[config.mk]
export PLATFORM = sky130hd
export DESIGN_NAME = dal_result_latch
export DESIGN_NICKNAME = d
export VERILOG_FILES = /design/src/hdl/dal_pkg.sv /design/src/hdl/dal_result_latch.sv
export SDC_FILE = /design/constraint.sdc
export NUM_CORES = 1
export LEC_CHECK = 0
export BUFFER_PORTS_ARGS = -buffer_cell sky130_fd_sc_hd__clkbuf_2
export CORE_UTILIZATION = 40
export CTS_CLUSTER_SIZE = 10
export DETAILED_ROUTE_END_ITERATION = 8
export PLACE_DENSITY = 0.68
export RECOVER_POWER = 25
export SLEW_MARGIN = 20
export SYNTH_ARGS = -nofsm -noshare
export SYNTH_HDL_FRONTEND = slang
export SYNTH_SLANG_ARGS = --single-unit
export TNS_END_PERCENT = 5
[constraint.sdc]
create_clock -name clk -period 11.06 [get_ports clk]
set_input_delay 0 -clock clk [delete_from_list [all_inputs] [get_ports clk]]
set_output_delay 0 -clock clk [all_outputs]
set_load 0.005 [all_outputs]
[src/hdl/dal_pkg.sv]
// Purpose: constants for the diagnostic converter result and alarm latch
// Assumes: 32-bit AHB-Lite register words, byte address = index * 4
// Notes: register indexes, slots, codes, field positions and reset values
// Contract
// - slot 1 converts external input a, slot 2 external input b
// - results stored as unsigned 12-bit straight binary, step = span / 4096
// - ideal codes 000 at zero, 800 at mid, FFF at full scale
// - two-bit rate select picks 640, 1280, 2560 or 3840 Hz for external inputs
// - span bit 0 gives twice reference, 1 reference; low aux supply forces reference
// - external input a result at 24h, external input b result at 25h
// - slot 3 converts die temperature at fixed rate, result at 26h
// - five self-diagnostic results reported through register 27h
// - slots 4 to 8 convert diagnostic nodes in order at fixed 2560 Hz
// - dac output monitor uses wide span when aux supply above 2.7 V
// - substitute data at 2Eh read/write; offset enable replaces offset correction
// - result enable skips conversion and stores substitute data in result
// - alarm bit set when monitored result leaves its threshold window
// - alarm bits stay set until read; read clears all; persistent condition resets
// - when an alarm event clears, dac reloads from its active registers
// - unmasked alarm drives interrupt pin; masked alarm only sets status
// - interrupt pin depends only on alarm status and mask
// - offset correction is 7FFh minus offset conversion, subtracted unless bypassed
// - alarm reported after consecutive failures exceed the fail limit by one
`default_nettype none
package dal_pkg;
  // register indexes, byte address is four times the index
  localparam logic [7:0] IDX_EXT_A = 8'h24;
  localparam logic [7:0] IDX_EXT_B = 8'h25;
  localparam logic [7:0] IDX_TEMP = 8'h26;
  localparam logic [7:0] IDX_DIAG = 8'h27;
  localparam logic [7:0] IDX_OFFSET = 8'h28;
  localparam logic [7:0] IDX_SUBST = 8'h2E;
  localparam logic [7:0] IDX_CFG = 8'h30;
  localparam logic [7:0] IDX_THR_A = 8'h31;
  localparam logic [7:0] IDX_THR_B = 8'h32;
  localparam logic [7:0] IDX_THR_T = 8'h33;
  localparam logic [7:0] IDX_STATUS = 8'h34;
  localparam logic [7:0] IDX_MASK = 8'h35;
  // sequencer slots
  localparam logic [3:0] SLOT_OFFSET = 4'h0;
  localparam logic [3:0] SLOT_EXT_A = 4'h1;
  localparam logic [3:0] SLOT_EXT_B = 4'h2;
  localparam logic [3:0] SLOT_TEMP = 4'h3;
  localparam logic [3:0] SLOT_DIAG_FIRST = 4'h4;
  localparam logic [3:0] SLOT_DIAG_LAST = 4'h8;
  // data rates in Hz, rate select codes
  localparam int RATE_FIXED_HZ = 2560;
  localparam logic [1:0] RATE_640 = 2'h0;
  localparam logic [1:0] RATE_1280 = 2'h1;
  localparam logic [1:0] RATE_2560 = 2'h2;
  localparam logic [1:0] RATE_3840 = 2'h3;
  // codes
  localparam logic [11:0] CODE_ZERO = 12'h000;
  localparam logic [11:0] CODE_MID = 12'h800;
  localparam logic [11:0] CODE_FULL = 12'hFFF;
  localparam logic [11:0] OFFSET_REF = 12'h7FF;
  // field positions
  localparam int SUBST_OFS_EN_BIT = 12;
  localparam int SUBST_RES_EN_BIT = 13;
  localparam int CFG_SPAN_BIT = 2;
  localparam int CFG_LIMIT_LSB = 4;
  localparam int ALARM_COUNT = 3;
  // values after reset
  localparam logic [15:0] SUBST_RESET = 16'h0000;
  localparam logic [15:0] CFG_RESET = 16'h0000;
  localparam logic [15:0] THR_RESET = 16'hFF00;
  localparam logic [2:0] MASK_RESET = 3'h0;
endpackage : dal_pkg
`default_nettype wire

[src/hdl/dal_result_latch.sv]
// Purpose: result registers, offset path, substitution and alarm latch
// Assumes: converter core on clk delivers one result per convDone pulse
// Notes: reads take one wait state, writes none
//   hsize is ignored; each register is one word, data in the low bits
//   an alarm condition ends on the first in-range result, no hysteresis
//   a status set in the read-clear cycle wins over the clear
//   clkEn low freezes every flop, the bus handshake included
//   conversion inputs come from logic on clk and pass no synchroniser
//   the diag register keeps the latest of the five diag slots, slot tag on top
`timescale 1ns/100ps
`default_nettype none
module dal_result_latch #(
  parameter int LIMIT_W = 3
) (
  // clock and reset
  input wire logic clk,
  input wire logic rst_n,
  input wire logic clkEn,
  // ahb-lite slave
  input wire logic hsel,
  input wire logic [31:0] haddr,
  input wire logic [1:0] htrans,
  input wire logic hwrite,
  input wire logic [2:0] hsize,
  input wire logic [31:0] hwdata,
  input wire logic hready,
  output logic [31:0] hrdata,
  output logic hreadyout,
  output logic hresp,
  // converter core
  input wire logic convDone,
  input wire logic [3:0] convSlot,
  input wire logic [11:0] convRaw,
  input wire logic auxSupplyHigh,
  output logic [1:0] sampleRateSelect,
  output logic spanWideExt,
  output logic spanWideDac,
  // system
  output logic alarmIrq,
  output logic dacReload
);
  import dal_pkg::*;

  // bus state
  logic dataPhase_reg;
  logic dataWrite_reg;
  logic [7:0] dataIdx_reg;
  // result registers
  logic [15:0] extA_reg;
  logic [15:0] extB_reg;
  logic [15:0] temp_reg;
  logic [15:0] diag_reg;
  logic [11:0] offset_reg;

  // software-written registers
  logic [15:0] subst_reg;
  logic [15:0] cfg_reg;
  logic [15:0] thr_reg [ALARM_COUNT];
  logic [ALARM_COUNT-1:0] mask_reg;

  // alarm state
  logic [ALARM_COUNT-1:0] status_reg;
  logic [ALARM_COUNT-1:0] condition_reg;
  logic [LIMIT_W-1:0] failCnt_reg [ALARM_COUNT];
  // aux supply synchroniser
  logic auxS1_reg;
  logic auxS2_reg;
  logic auxS3_reg;
  logic auxHigh_reg;

  // combinational data path
  logic [11:0] offsetCorr;
  logic [12:0] corrected;
  logic [11:0] resultCode;
  logic statusRead;
  logic readEnd;
  logic statusClear;
  logic [ALARM_COUNT-1:0] outOfRange;
  logic [ALARM_COUNT-1:0] alarmSet;
  logic [ALARM_COUNT-1:0] alarmFall;
  logic [ALARM_COUNT-1:0] hitSlot;
  logic [31:0] readMux;

  // slot to alarm channel decode
  function automatic logic [ALARM_COUNT-1:0] slotHit(input logic [3:0] slot);
    slotHit = {slot == SLOT_TEMP, slot == SLOT_EXT_B, slot == SLOT_EXT_A};
  endfunction : slotHit

  // threshold field expand, low nibble fixed
  function automatic logic [11:0] thrHigh(input logic [15:0] thr);
    thrHigh = {thr[15:8], 4'hF};
  endfunction : thrHigh

  function automatic logic [11:0] thrLow(input logic [15:0] thr);
    thrLow = {thr[7:0], 4'h0};
  endfunction : thrLow

  // result outside the threshold window of one channel
  function automatic logic windowMiss(input logic [11:0] code, input logic [15:0] thr);
    windowMiss = (code > thrHigh(thr)) || (code < thrLow(thr));
  endfunction : windowMiss

  // substitute replaces offset correction when enabled
  assign offsetCorr = subst_reg[SUBST_OFS_EN_BIT] ? subst_reg[11:0] : offset_reg;
  // subtract signed correction, keep straight binary within 000..FFF
  assign corrected = {1'b0, convRaw} - {offsetCorr[11], offsetCorr};
  always_comb begin
    if (subst_reg[SUBST_RES_EN_BIT]) begin
      resultCode = subst_reg[11:0];
    end else if (corrected[12] && offsetCorr[11]) begin
      resultCode = CODE_FULL;
    end else if (corrected[12]) begin
      resultCode = CODE_ZERO;
    end else begin
      resultCode = corrected[11:0];
    end
  end

  // this cycle's conversion channel and bus read events
  assign hitSlot = convDone ? slotHit(convSlot) : '0;
  assign statusRead = dataPhase_reg && !dataWrite_reg && (dataIdx_reg == IDX_STATUS);
  // a read's wait state ends at this edge; status clears then
  assign readEnd = dataPhase_reg && !dataWrite_reg && !hreadyout;
  assign statusClear = statusRead && !hreadyout;

  // window check and failure counting per monitored channel
  genvar gi;
  generate
    for (gi = 0; gi < ALARM_COUNT; gi++) begin : g_alarm
      assign outOfRange[gi] = windowMiss(resultCode, thr_reg[gi]);
      assign alarmSet[gi] = hitSlot[gi] && outOfRange[gi]
        && (failCnt_reg[gi] >= cfg_reg[CFG_LIMIT_LSB +: LIMIT_W]);
      assign alarmFall[gi] = hitSlot[gi] && !outOfRange[gi] && condition_reg[gi];

      // consecutive failure counter, cleared by an in-range result
      always_ff @(posedge clk or negedge rst_n) begin
        if (!rst_n) begin
          failCnt_reg[gi] <= '0;
        end else if (clkEn && hitSlot[gi]) begin
          if (!outOfRange[gi]) begin
            failCnt_reg[gi] <= '0;
          end else if (failCnt_reg[gi] != {LIMIT_W{1'b1}}) begin
            failCnt_reg[gi] <= failCnt_reg[gi] + 1'b1;
          end
        end
      end

      // live alarm condition, ends on the next in-range result
      always_ff @(posedge clk or negedge rst_n) begin
        if (!rst_n) begin
          condition_reg[gi] <= 1'b0;
        end else if (clkEn && hitSlot[gi]) begin
          condition_reg[gi] <= alarmSet[gi] || (condition_reg[gi] && outOfRange[gi]);
        end
      end
    end
  endgenerate

  // read data selection
  always_comb begin
    readMux = 32'h0000_0000;
    case (dataIdx_reg)
      IDX_EXT_A: readMux[15:0] = extA_reg;
      IDX_EXT_B: readMux[15:0] = extB_reg;
      IDX_TEMP: readMux[15:0] = temp_reg;
      IDX_DIAG: readMux[15:0] = diag_reg;
      IDX_OFFSET: readMux[11:0] = offset_reg;
      IDX_SUBST: readMux[15:0] = subst_reg;
      IDX_CFG: readMux[15:0] = cfg_reg;
      IDX_THR_A: readMux[15:0] = thr_reg[0];
      IDX_THR_B: readMux[15:0] = thr_reg[1];
      IDX_THR_T: readMux[15:0] = thr_reg[2];
      IDX_STATUS: readMux[ALARM_COUNT-1:0] = status_reg;
      IDX_MASK: readMux[ALARM_COUNT-1:0] = mask_reg;
      default: readMux = 32'h0000_0000;
    endcase
  end

  // bus address phase capture; reads add one wait state
  always_ff @(posedge clk or negedge rst_n) begin
    if (!rst_n) begin
      dataPhase_reg <= 1'b0;
      dataWrite_reg <= 1'b0;
      dataIdx_reg <= 8'h00;
      hreadyout <= 1'b1;
    end else if (clkEn) begin
      if (readEnd) begin
        dataPhase_reg <= 1'b0;
        hreadyout <= 1'b1;
      end else if (hready && hsel && htrans[1]) begin
        dataPhase_reg <= 1'b1;
        dataWrite_reg <= hwrite;
        dataIdx_reg <= haddr[9:2];
        hreadyout <= hwrite;
      end else if (hready) begin
        dataPhase_reg <= 1'b0;
      end
    end
  end

  // read data loaded as the read wait state ends
  always_ff @(posedge clk or negedge rst_n) begin
    if (!rst_n) begin
      hrdata <= 32'h0000_0000;
    end else if (clkEn && readEnd) begin
      hrdata <= readMux;
    end
  end

  // response is always okay
  always_ff @(posedge clk or negedge rst_n) begin
    if (!rst_n) begin
      hresp <= 1'b0;
    end else if (clkEn) begin
      hresp <= 1'b0;
    end
  end

  // software-written registers
  always_ff @(posedge clk or negedge rst_n) begin
    if (!rst_n) begin
      subst_reg <= SUBST_RESET;
      cfg_reg <= CFG_RESET;
      thr_reg[0] <= THR_RESET;
      thr_reg[1] <= THR_RESET;
      thr_reg[2] <= THR_RESET;
      mask_reg <= MASK_RESET;
    end else if (clkEn && dataPhase_reg && dataWrite_reg) begin
      case (dataIdx_reg)
        IDX_SUBST: subst_reg <= {2'b00, hwdata[13:0]};
        IDX_CFG: cfg_reg <= {8'h00, 1'b0, hwdata[6:4], 1'b0, hwdata[2:0]};
        IDX_THR_A: thr_reg[0] <= hwdata[15:0];
        IDX_THR_B: thr_reg[1] <= hwdata[15:0];
        IDX_THR_T: thr_reg[2] <= hwdata[15:0];
        IDX_MASK: mask_reg <= hwdata[ALARM_COUNT-1:0];
        default: ;
      endcase
    end
  end

  // result registers written per sequencer slot
  always_ff @(posedge clk or negedge rst_n) begin
    if (!rst_n) begin
      extA_reg <= 16'h0000;
      extB_reg <= 16'h0000;
      temp_reg <= 16'h0000;
      diag_reg <= 16'h0000;
      offset_reg <= 12'h000;
    end else if (clkEn && convDone) begin
      if (convSlot == SLOT_OFFSET) begin
        offset_reg <= OFFSET_REF - convRaw;
      end else if (convSlot == SLOT_EXT_A) begin
        extA_reg <= {4'h0, resultCode};
      end else if (convSlot == SLOT_EXT_B) begin
        extB_reg <= {4'h0, resultCode};
      end else if (convSlot == SLOT_TEMP) begin
        temp_reg <= {4'h0, resultCode};
      end else if (convSlot >= SLOT_DIAG_FIRST && convSlot <= SLOT_DIAG_LAST) begin
        diag_reg <= {1'b0, convSlot[2:0], resultCode};
      end
    end
  end

  // sticky alarm status, set wins over read clear
  always_ff @(posedge clk or negedge rst_n) begin
    if (!rst_n) begin
      status_reg <= '0;
    end else if (clkEn) begin
      if (statusClear) begin
        status_reg <= alarmSet;
      end else begin
        status_reg <= status_reg | alarmSet;
      end
    end
  end

  // interrupt from status and mask only
  always_ff @(posedge clk or negedge rst_n) begin
    if (!rst_n) begin
      alarmIrq <= 1'b0;
    end else if (clkEn) begin
      if (statusClear) begin
        alarmIrq <= |(alarmSet & ~mask_reg);
      end else begin
        alarmIrq <= |((status_reg | alarmSet) & ~mask_reg);
      end
    end
  end

  // dac reload pulse when an alarm condition ends
  always_ff @(posedge clk or negedge rst_n) begin
    if (!rst_n) begin
      dacReload <= 1'b0;
    end else if (clkEn) begin
      dacReload <= |alarmFall;
    end
  end

  // aux supply level through three flops, change once last two agree
  always_ff @(posedge clk or negedge rst_n) begin
    if (!rst_n) begin
      auxS1_reg <= 1'b0;
      auxS2_reg <= 1'b0;
      auxS3_reg <= 1'b0;
      auxHigh_reg <= 1'b0;
    end else if (clkEn) begin
      auxS1_reg <= auxSupplyHigh;
      auxS2_reg <= auxS1_reg;
      auxS3_reg <= auxS2_reg;
      if (auxS2_reg == auxS3_reg) begin
        auxHigh_reg <= auxS3_reg;
      end
    end
  end

  // rate select toward the converter core
  always_ff @(posedge clk or negedge rst_n) begin
    if (!rst_n) begin
      sampleRateSelect <= RATE_640;
    end else if (clkEn) begin
      sampleRateSelect <= cfg_reg[1:0];
    end
  end

  // external input span, reference while the aux supply is low or the span bit is set
  always_ff @(posedge clk or negedge rst_n) begin
    if (!rst_n) begin
      spanWideExt <= 1'b0;
    end else if (clkEn) begin
      spanWideExt <= auxHigh_reg && !cfg_reg[CFG_SPAN_BIT];
    end
  end

  // dac monitor span follows the aux supply alone
  always_ff @(posedge clk or negedge rst_n) begin
    if (!rst_n) begin
      spanWideDac <= 1'b0;
    end else if (clkEn) begin
      spanWideDac <= auxHigh_reg;
    end
  end

endmodule : dal_result_latch
`default_nettype wire

==> flow_summary.rst <==
.. list-table::
   :header-rows: 1

   * - Metric
     - Value
   * - Number of global-route vias before repair
     - about 8,400
   * - Start point of the critical path
     - subst_reg[12]
   * - Combined area of all synthesized cells
     - 0.01080 sq mm
   * - Die outline width
     - roughly 170 um
   * - Clock latency reported for the late side of the worst-skew pair
     - between 0.4 and 0.5 ns
   * - Worst-case vdd ir drop
     - between 0.1 and 0.15 mV
   * - Antenna violations before repair
     - 0
   * - Most instantiated library cell after synthesis
     - sky130_fd_sc_hd__dfrtp_1
   * - Num ports
     - roughly 130
   * - Kind of critical path
     - reg2reg
   * - Maxcap violations
     - 1
   * - Maximum fanout encountered on the critical timing path
     - 16
   * - Routed Antenna Nets
     - 0
   * - Maximum number of pins on one net before global-route repair
     - 116
   * - Placed wire-length estimate after detailed placement
     - ~22,000 um
   * - Final standard cell utilization of the core
     - 47.41%
   * - Non-Filler Instances
     - 1,540
   * - Max Clock Skew
     - a little under 0.008 ns
   * - Ratio of cells with drive above 1 in the final layout
     - about 20%
   * - First-pass GRT wire length
     - approximately 47,000 um
   * - CP max stage delay
     - about 0.86 ns
   * - Total Neg Setup Slack
     - 0 ns
   * - Violated checks
     - DRC, capacitance limit, slew limit
   * - Placed Instances
     - between 1,000 and 1,500
   * - Post-synth top cells
     - 161 x sky130_fd_sc_hd__dfrtp_1, 158 x sky130_fd_sc_hd__nand2_1, 106 x sky130_fd_sc_hd__o21ai_0
   * - GRT Util Overall
     - 21.96%
   * - Status
     - finished with violations
   * - Warning count from the yosys run
     - 0
   * - CTS buffer count
     - 17
   * - IO buf count
     - a little over 70
   * - Worst-margin pin slew
     - around 6.2 ns
   * - Total power divided by cell area
     - about 180 mW/mm^2
   * - Die Y
     - 166.3 um
   * - Root buf cell
     - sky130_fd_sc_hd__clkbuf_16
   * - Final Wtd Congestion
     - 0.9156
   * - Req. time, crit path
     - between 10 and 15 ns
   * - Router iterations before antenna repair
     - 7
   * - Clock-pin slew on the worst setup and hold paths
     - around 0.070 ns
   * - Cell taking the most area after synthesis
     - sky130_fd_sc_hd__dfrtp_1
   * - Buffers & Inverters on Critical Path
     - 2
   * - Worst hold slack across all endpoints
     - 0.02253 ns
   * - Proportion of register bits with asynchronous set or reset after synthesis
     - 100.0%
   * - Cell area after placement
     - about 0.011 sq mm
   * - Prevailing post-synth register cell
     - sky130_fd_sc_hd__dfrtp_1
   * - Placeable core region
     - around 0.026 sq mm
   * - Min-Delay Startpoint
     - htrans[1]
   * - Minimum period implied by the final worst setup slack
     - around 6.5 ns
   * - FMAX
     - 153.2 MHz
   * - Post-layout total power
     - about 2.2 mW
   * - Remaining DRCs
     - 3
   * - Sinks on the clock net
     - roughly 190
   * - Category of cells accounting for the largest share of critical-path delay
     - compound AO/OA/AOI/OAI gates
   * - Crit path setup slack, layout
     - 4.533 ns
   * - Synthesized instance count
     - about 1,100
   * - Total of endpoints with negative setup slack in the final report
     - 0
   * - Die Area
     - approximately 0.028 sq mm
   * - Portion of synthesized cell area occupied by the leading cell type
     - between 30% and 40%
   * - Post-detailed-route wirelength per cell
     - 19.03 um
   * - Overall overflow remaining after global route
     - 0
   * - Post-CTS Repair Setup Buffers
     - 0
   * - Critical Path Start Type
     - register
   * - Resized cells post-CTS
     - 0
   * - Worst slew margin
     - -315.6%
   * - CP Cell Sequence
     - mux2_2 -> ha_1 -> inv_1 -> fa_1 -> a211oi_2 -> o21bai_1 -> a21oi_1 -> o21ai_0 -> nand4_1 -> nand4_1 -> maj3_1 -> mux2i_1 -> inv_1 -> ha_1 -> nand4_1 -> nor2_1 -> o311ai_0 -> o41ai_1 -> nand2_1 -> a221oi_1 -> a21oi_1
   * - Ranking of synthesized cells by area
     - sky130_fd_sc_hd__dfrtp_1 37%, sky130_fd_sc_hd__mux2_2 8.8%, sky130_fd_sc_hd__ha_1 8.5%
   * - Final WL
     - around 29,000 um
   * - Capturing element type of the critical path
     - register
   * - Setup repair after global routing missed its margin
     - false
   * - Number of vias after detailed routing
     - 8,564
   * - Number of fill cells
     - between 2,000 and 2,500
   * - Sequential share of the synthesized area
     - between 40% and 50%
   * - Syn-to-layout area delta
     - 15.35%
   * - Leakage Power
     - between 5 and 6 nW
   * - Drt via density
     - approximately 5.6
   * - Final net count
     - around 1,400
   * - Beginning of the worst register-to-register path
     - subst_reg[12]
   * - Number of H-tree levels
     - 4
   * - Hold WC Path Type
     - in2reg
   * - Cell repeated most along the worst path
     - sky130_fd_sc_hd__nand4_1
   * - Fin area
     - 0.01246 sq mm
   * - Critical path's slowest cell
     - sky130_fd_sc_hd__dfrtp_1
   * - Antenna Diode Count
     - 0
   * - Final-report hold violation count
     - 0
   * - Crit path arrival time
     - roughly 7 ns
   * - Ratio of final minimum period to clock period
     - approximately three fifths
   * - Worst slack at placement
     - around 4.6 ns
   * - Flip-flop and latch count after synthesis
     - around 190
   * - Starting utilization of the core area
     - about 41%
   * - Final Max Slew Viols
     - 116
   * - Number of unique standard cell types used by synthesis
     - between 70 and 80
   * - Total of hold buffers inserted after clock tree synthesis
     - 47
   * - Number of DRC violations after detailed-routing iteration 0
     - 676
   * - CTS tree
     - built
   * - Syn Area/Cell
     - 9.890 sq um
   * - Count of standard-cell rows
     - between 50 and 60
   * - Max reg flops
     - 48
   * - Number of buffers on the longest clock path
     - 2
   * - Number of enable-type register cells in the synthesized netlist
     - 0
==> worst reg2reg max path, delay by kind of cell, from the launching register on <==
family | cells | cell delay [ns]
AOI/OAI and AO/OA | 8 | 2.27
adders and majority gates | 4 | 1.31
DFF | 1 | 0.86
and+or+nand+nor | 5 | 0.84
muxes | 2 | 0.76
buffers and inverters | 2 | 0.36
==> report_power, final <==
part           internal, mW  leakage, nW  switching [mW]
logic                 0.296         3.08           0.438
registers             0.781         2.33          0.0671
clock network         0.319        0.284           0.291
total                  1.40         5.70           0.796
==> cells in the final DEF (no fill, tap or decap), types with 10 or more instances in the layout <==
cell / synthesis / final
sky130_fd_sc_hd__dfrtp_1: 161 / 160
sky130_fd_sc_hd__nand2_1: 158 / 158
sky130_fd_sc_hd__o21ai_0: 106 / 106
sky130_fd_sc_hd__mux2_2: 84 / 84
sky130_fd_sc_hd__ha_1: 73 / 73
sky130_fd_sc_hd__inv_1: 71 / 71
sky130_fd_sc_hd__nor2_1: 60 / 60
sky130_fd_sc_hd__clkbuf_2: 0 / 60
sky130_fd_sc_hd__dlygate4sd3_1: 0 / 47
sky130_fd_sc_hd__a21oi_1: 43 / 43
sky130_fd_sc_hd__mux2i_1: 27 / 27
sky130_fd_sc_hd__dfstp_2: 25 / 25
sky130_fd_sc_hd__a21o_1: 21 / 21
sky130_fd_sc_hd__conb_1: 1 / 17
sky130_fd_sc_hd__clkbuf_16: 0 / 17
sky130_fd_sc_hd__a221oi_1: 16 / 16
sky130_fd_sc_hd__nand4_1: 14 / 14
sky130_fd_sc_hd__buf_4: 17 / 13
sky130_fd_sc_hd__mux4_2: 12 / 12
sky130_fd_sc_hd__nand2b_1: 11 / 11
sky130_fd_sc_hd__clkbuf_1: 40 / 11
sky130_fd_sc_hd__nand3_1: 10 / 10
==> cell type report <==
cell class	instances	area (sq um)	share of cell area [%]
clock buffer	17	425.4	3.415
clock inverter	15	157.7	1.265
inverter	72	270.3	2.169
multi-input combinational	784	5589	44.86
sequential	186	4687	37.62
tap	335	419.2	3.364
timing repair buffer	131	909.6	7.301
==> cells by family (layout without fill, tap and decap cells) <==
kind of cell / count (synthesis) / count (layout) / share of synthesized area (%)
and+or+nand+nor: 299 / 299 / 12.47
AOI/OAI and AO/OA: 259 / 259 / 15.22
buffers and inverters: 138 / 235 / 5.468
other: 1 / 17 / 0.03472
muxes: 123 / 123 / 13.76
DFF: 186 / 186 / 43.39
xor gates and xnor gates: 8 / 8 / 0.6488
adders and majority gates: 78 / 78 / 9.013
==> routing by layer <==
layer  track usage, %  vias up  part of all wire (%)
met5                0        -                     0
met4            7.971        0                   2.6
met3            4.337       45                   5.3
met2            35.28      247                    47
met1            29.47     4213                    45
li1                 -     4059                     -
==> worst paths after layout <==
check | end | cells after the start | slack, ns
min reg2reg | hrdata[1] | 2 | 0.48
max in group asynchronous | subst_reg[10] | 2 | 5.11
max | alarmIrq | 21 | 4.53
min | hreadyout | 4 | 0.02
max reg2reg | alarmIrq | 21 | 4.53
min in group asynchronous | hrdata[12] | 2 | 2.42
Power figures use the tool's default switching activity.
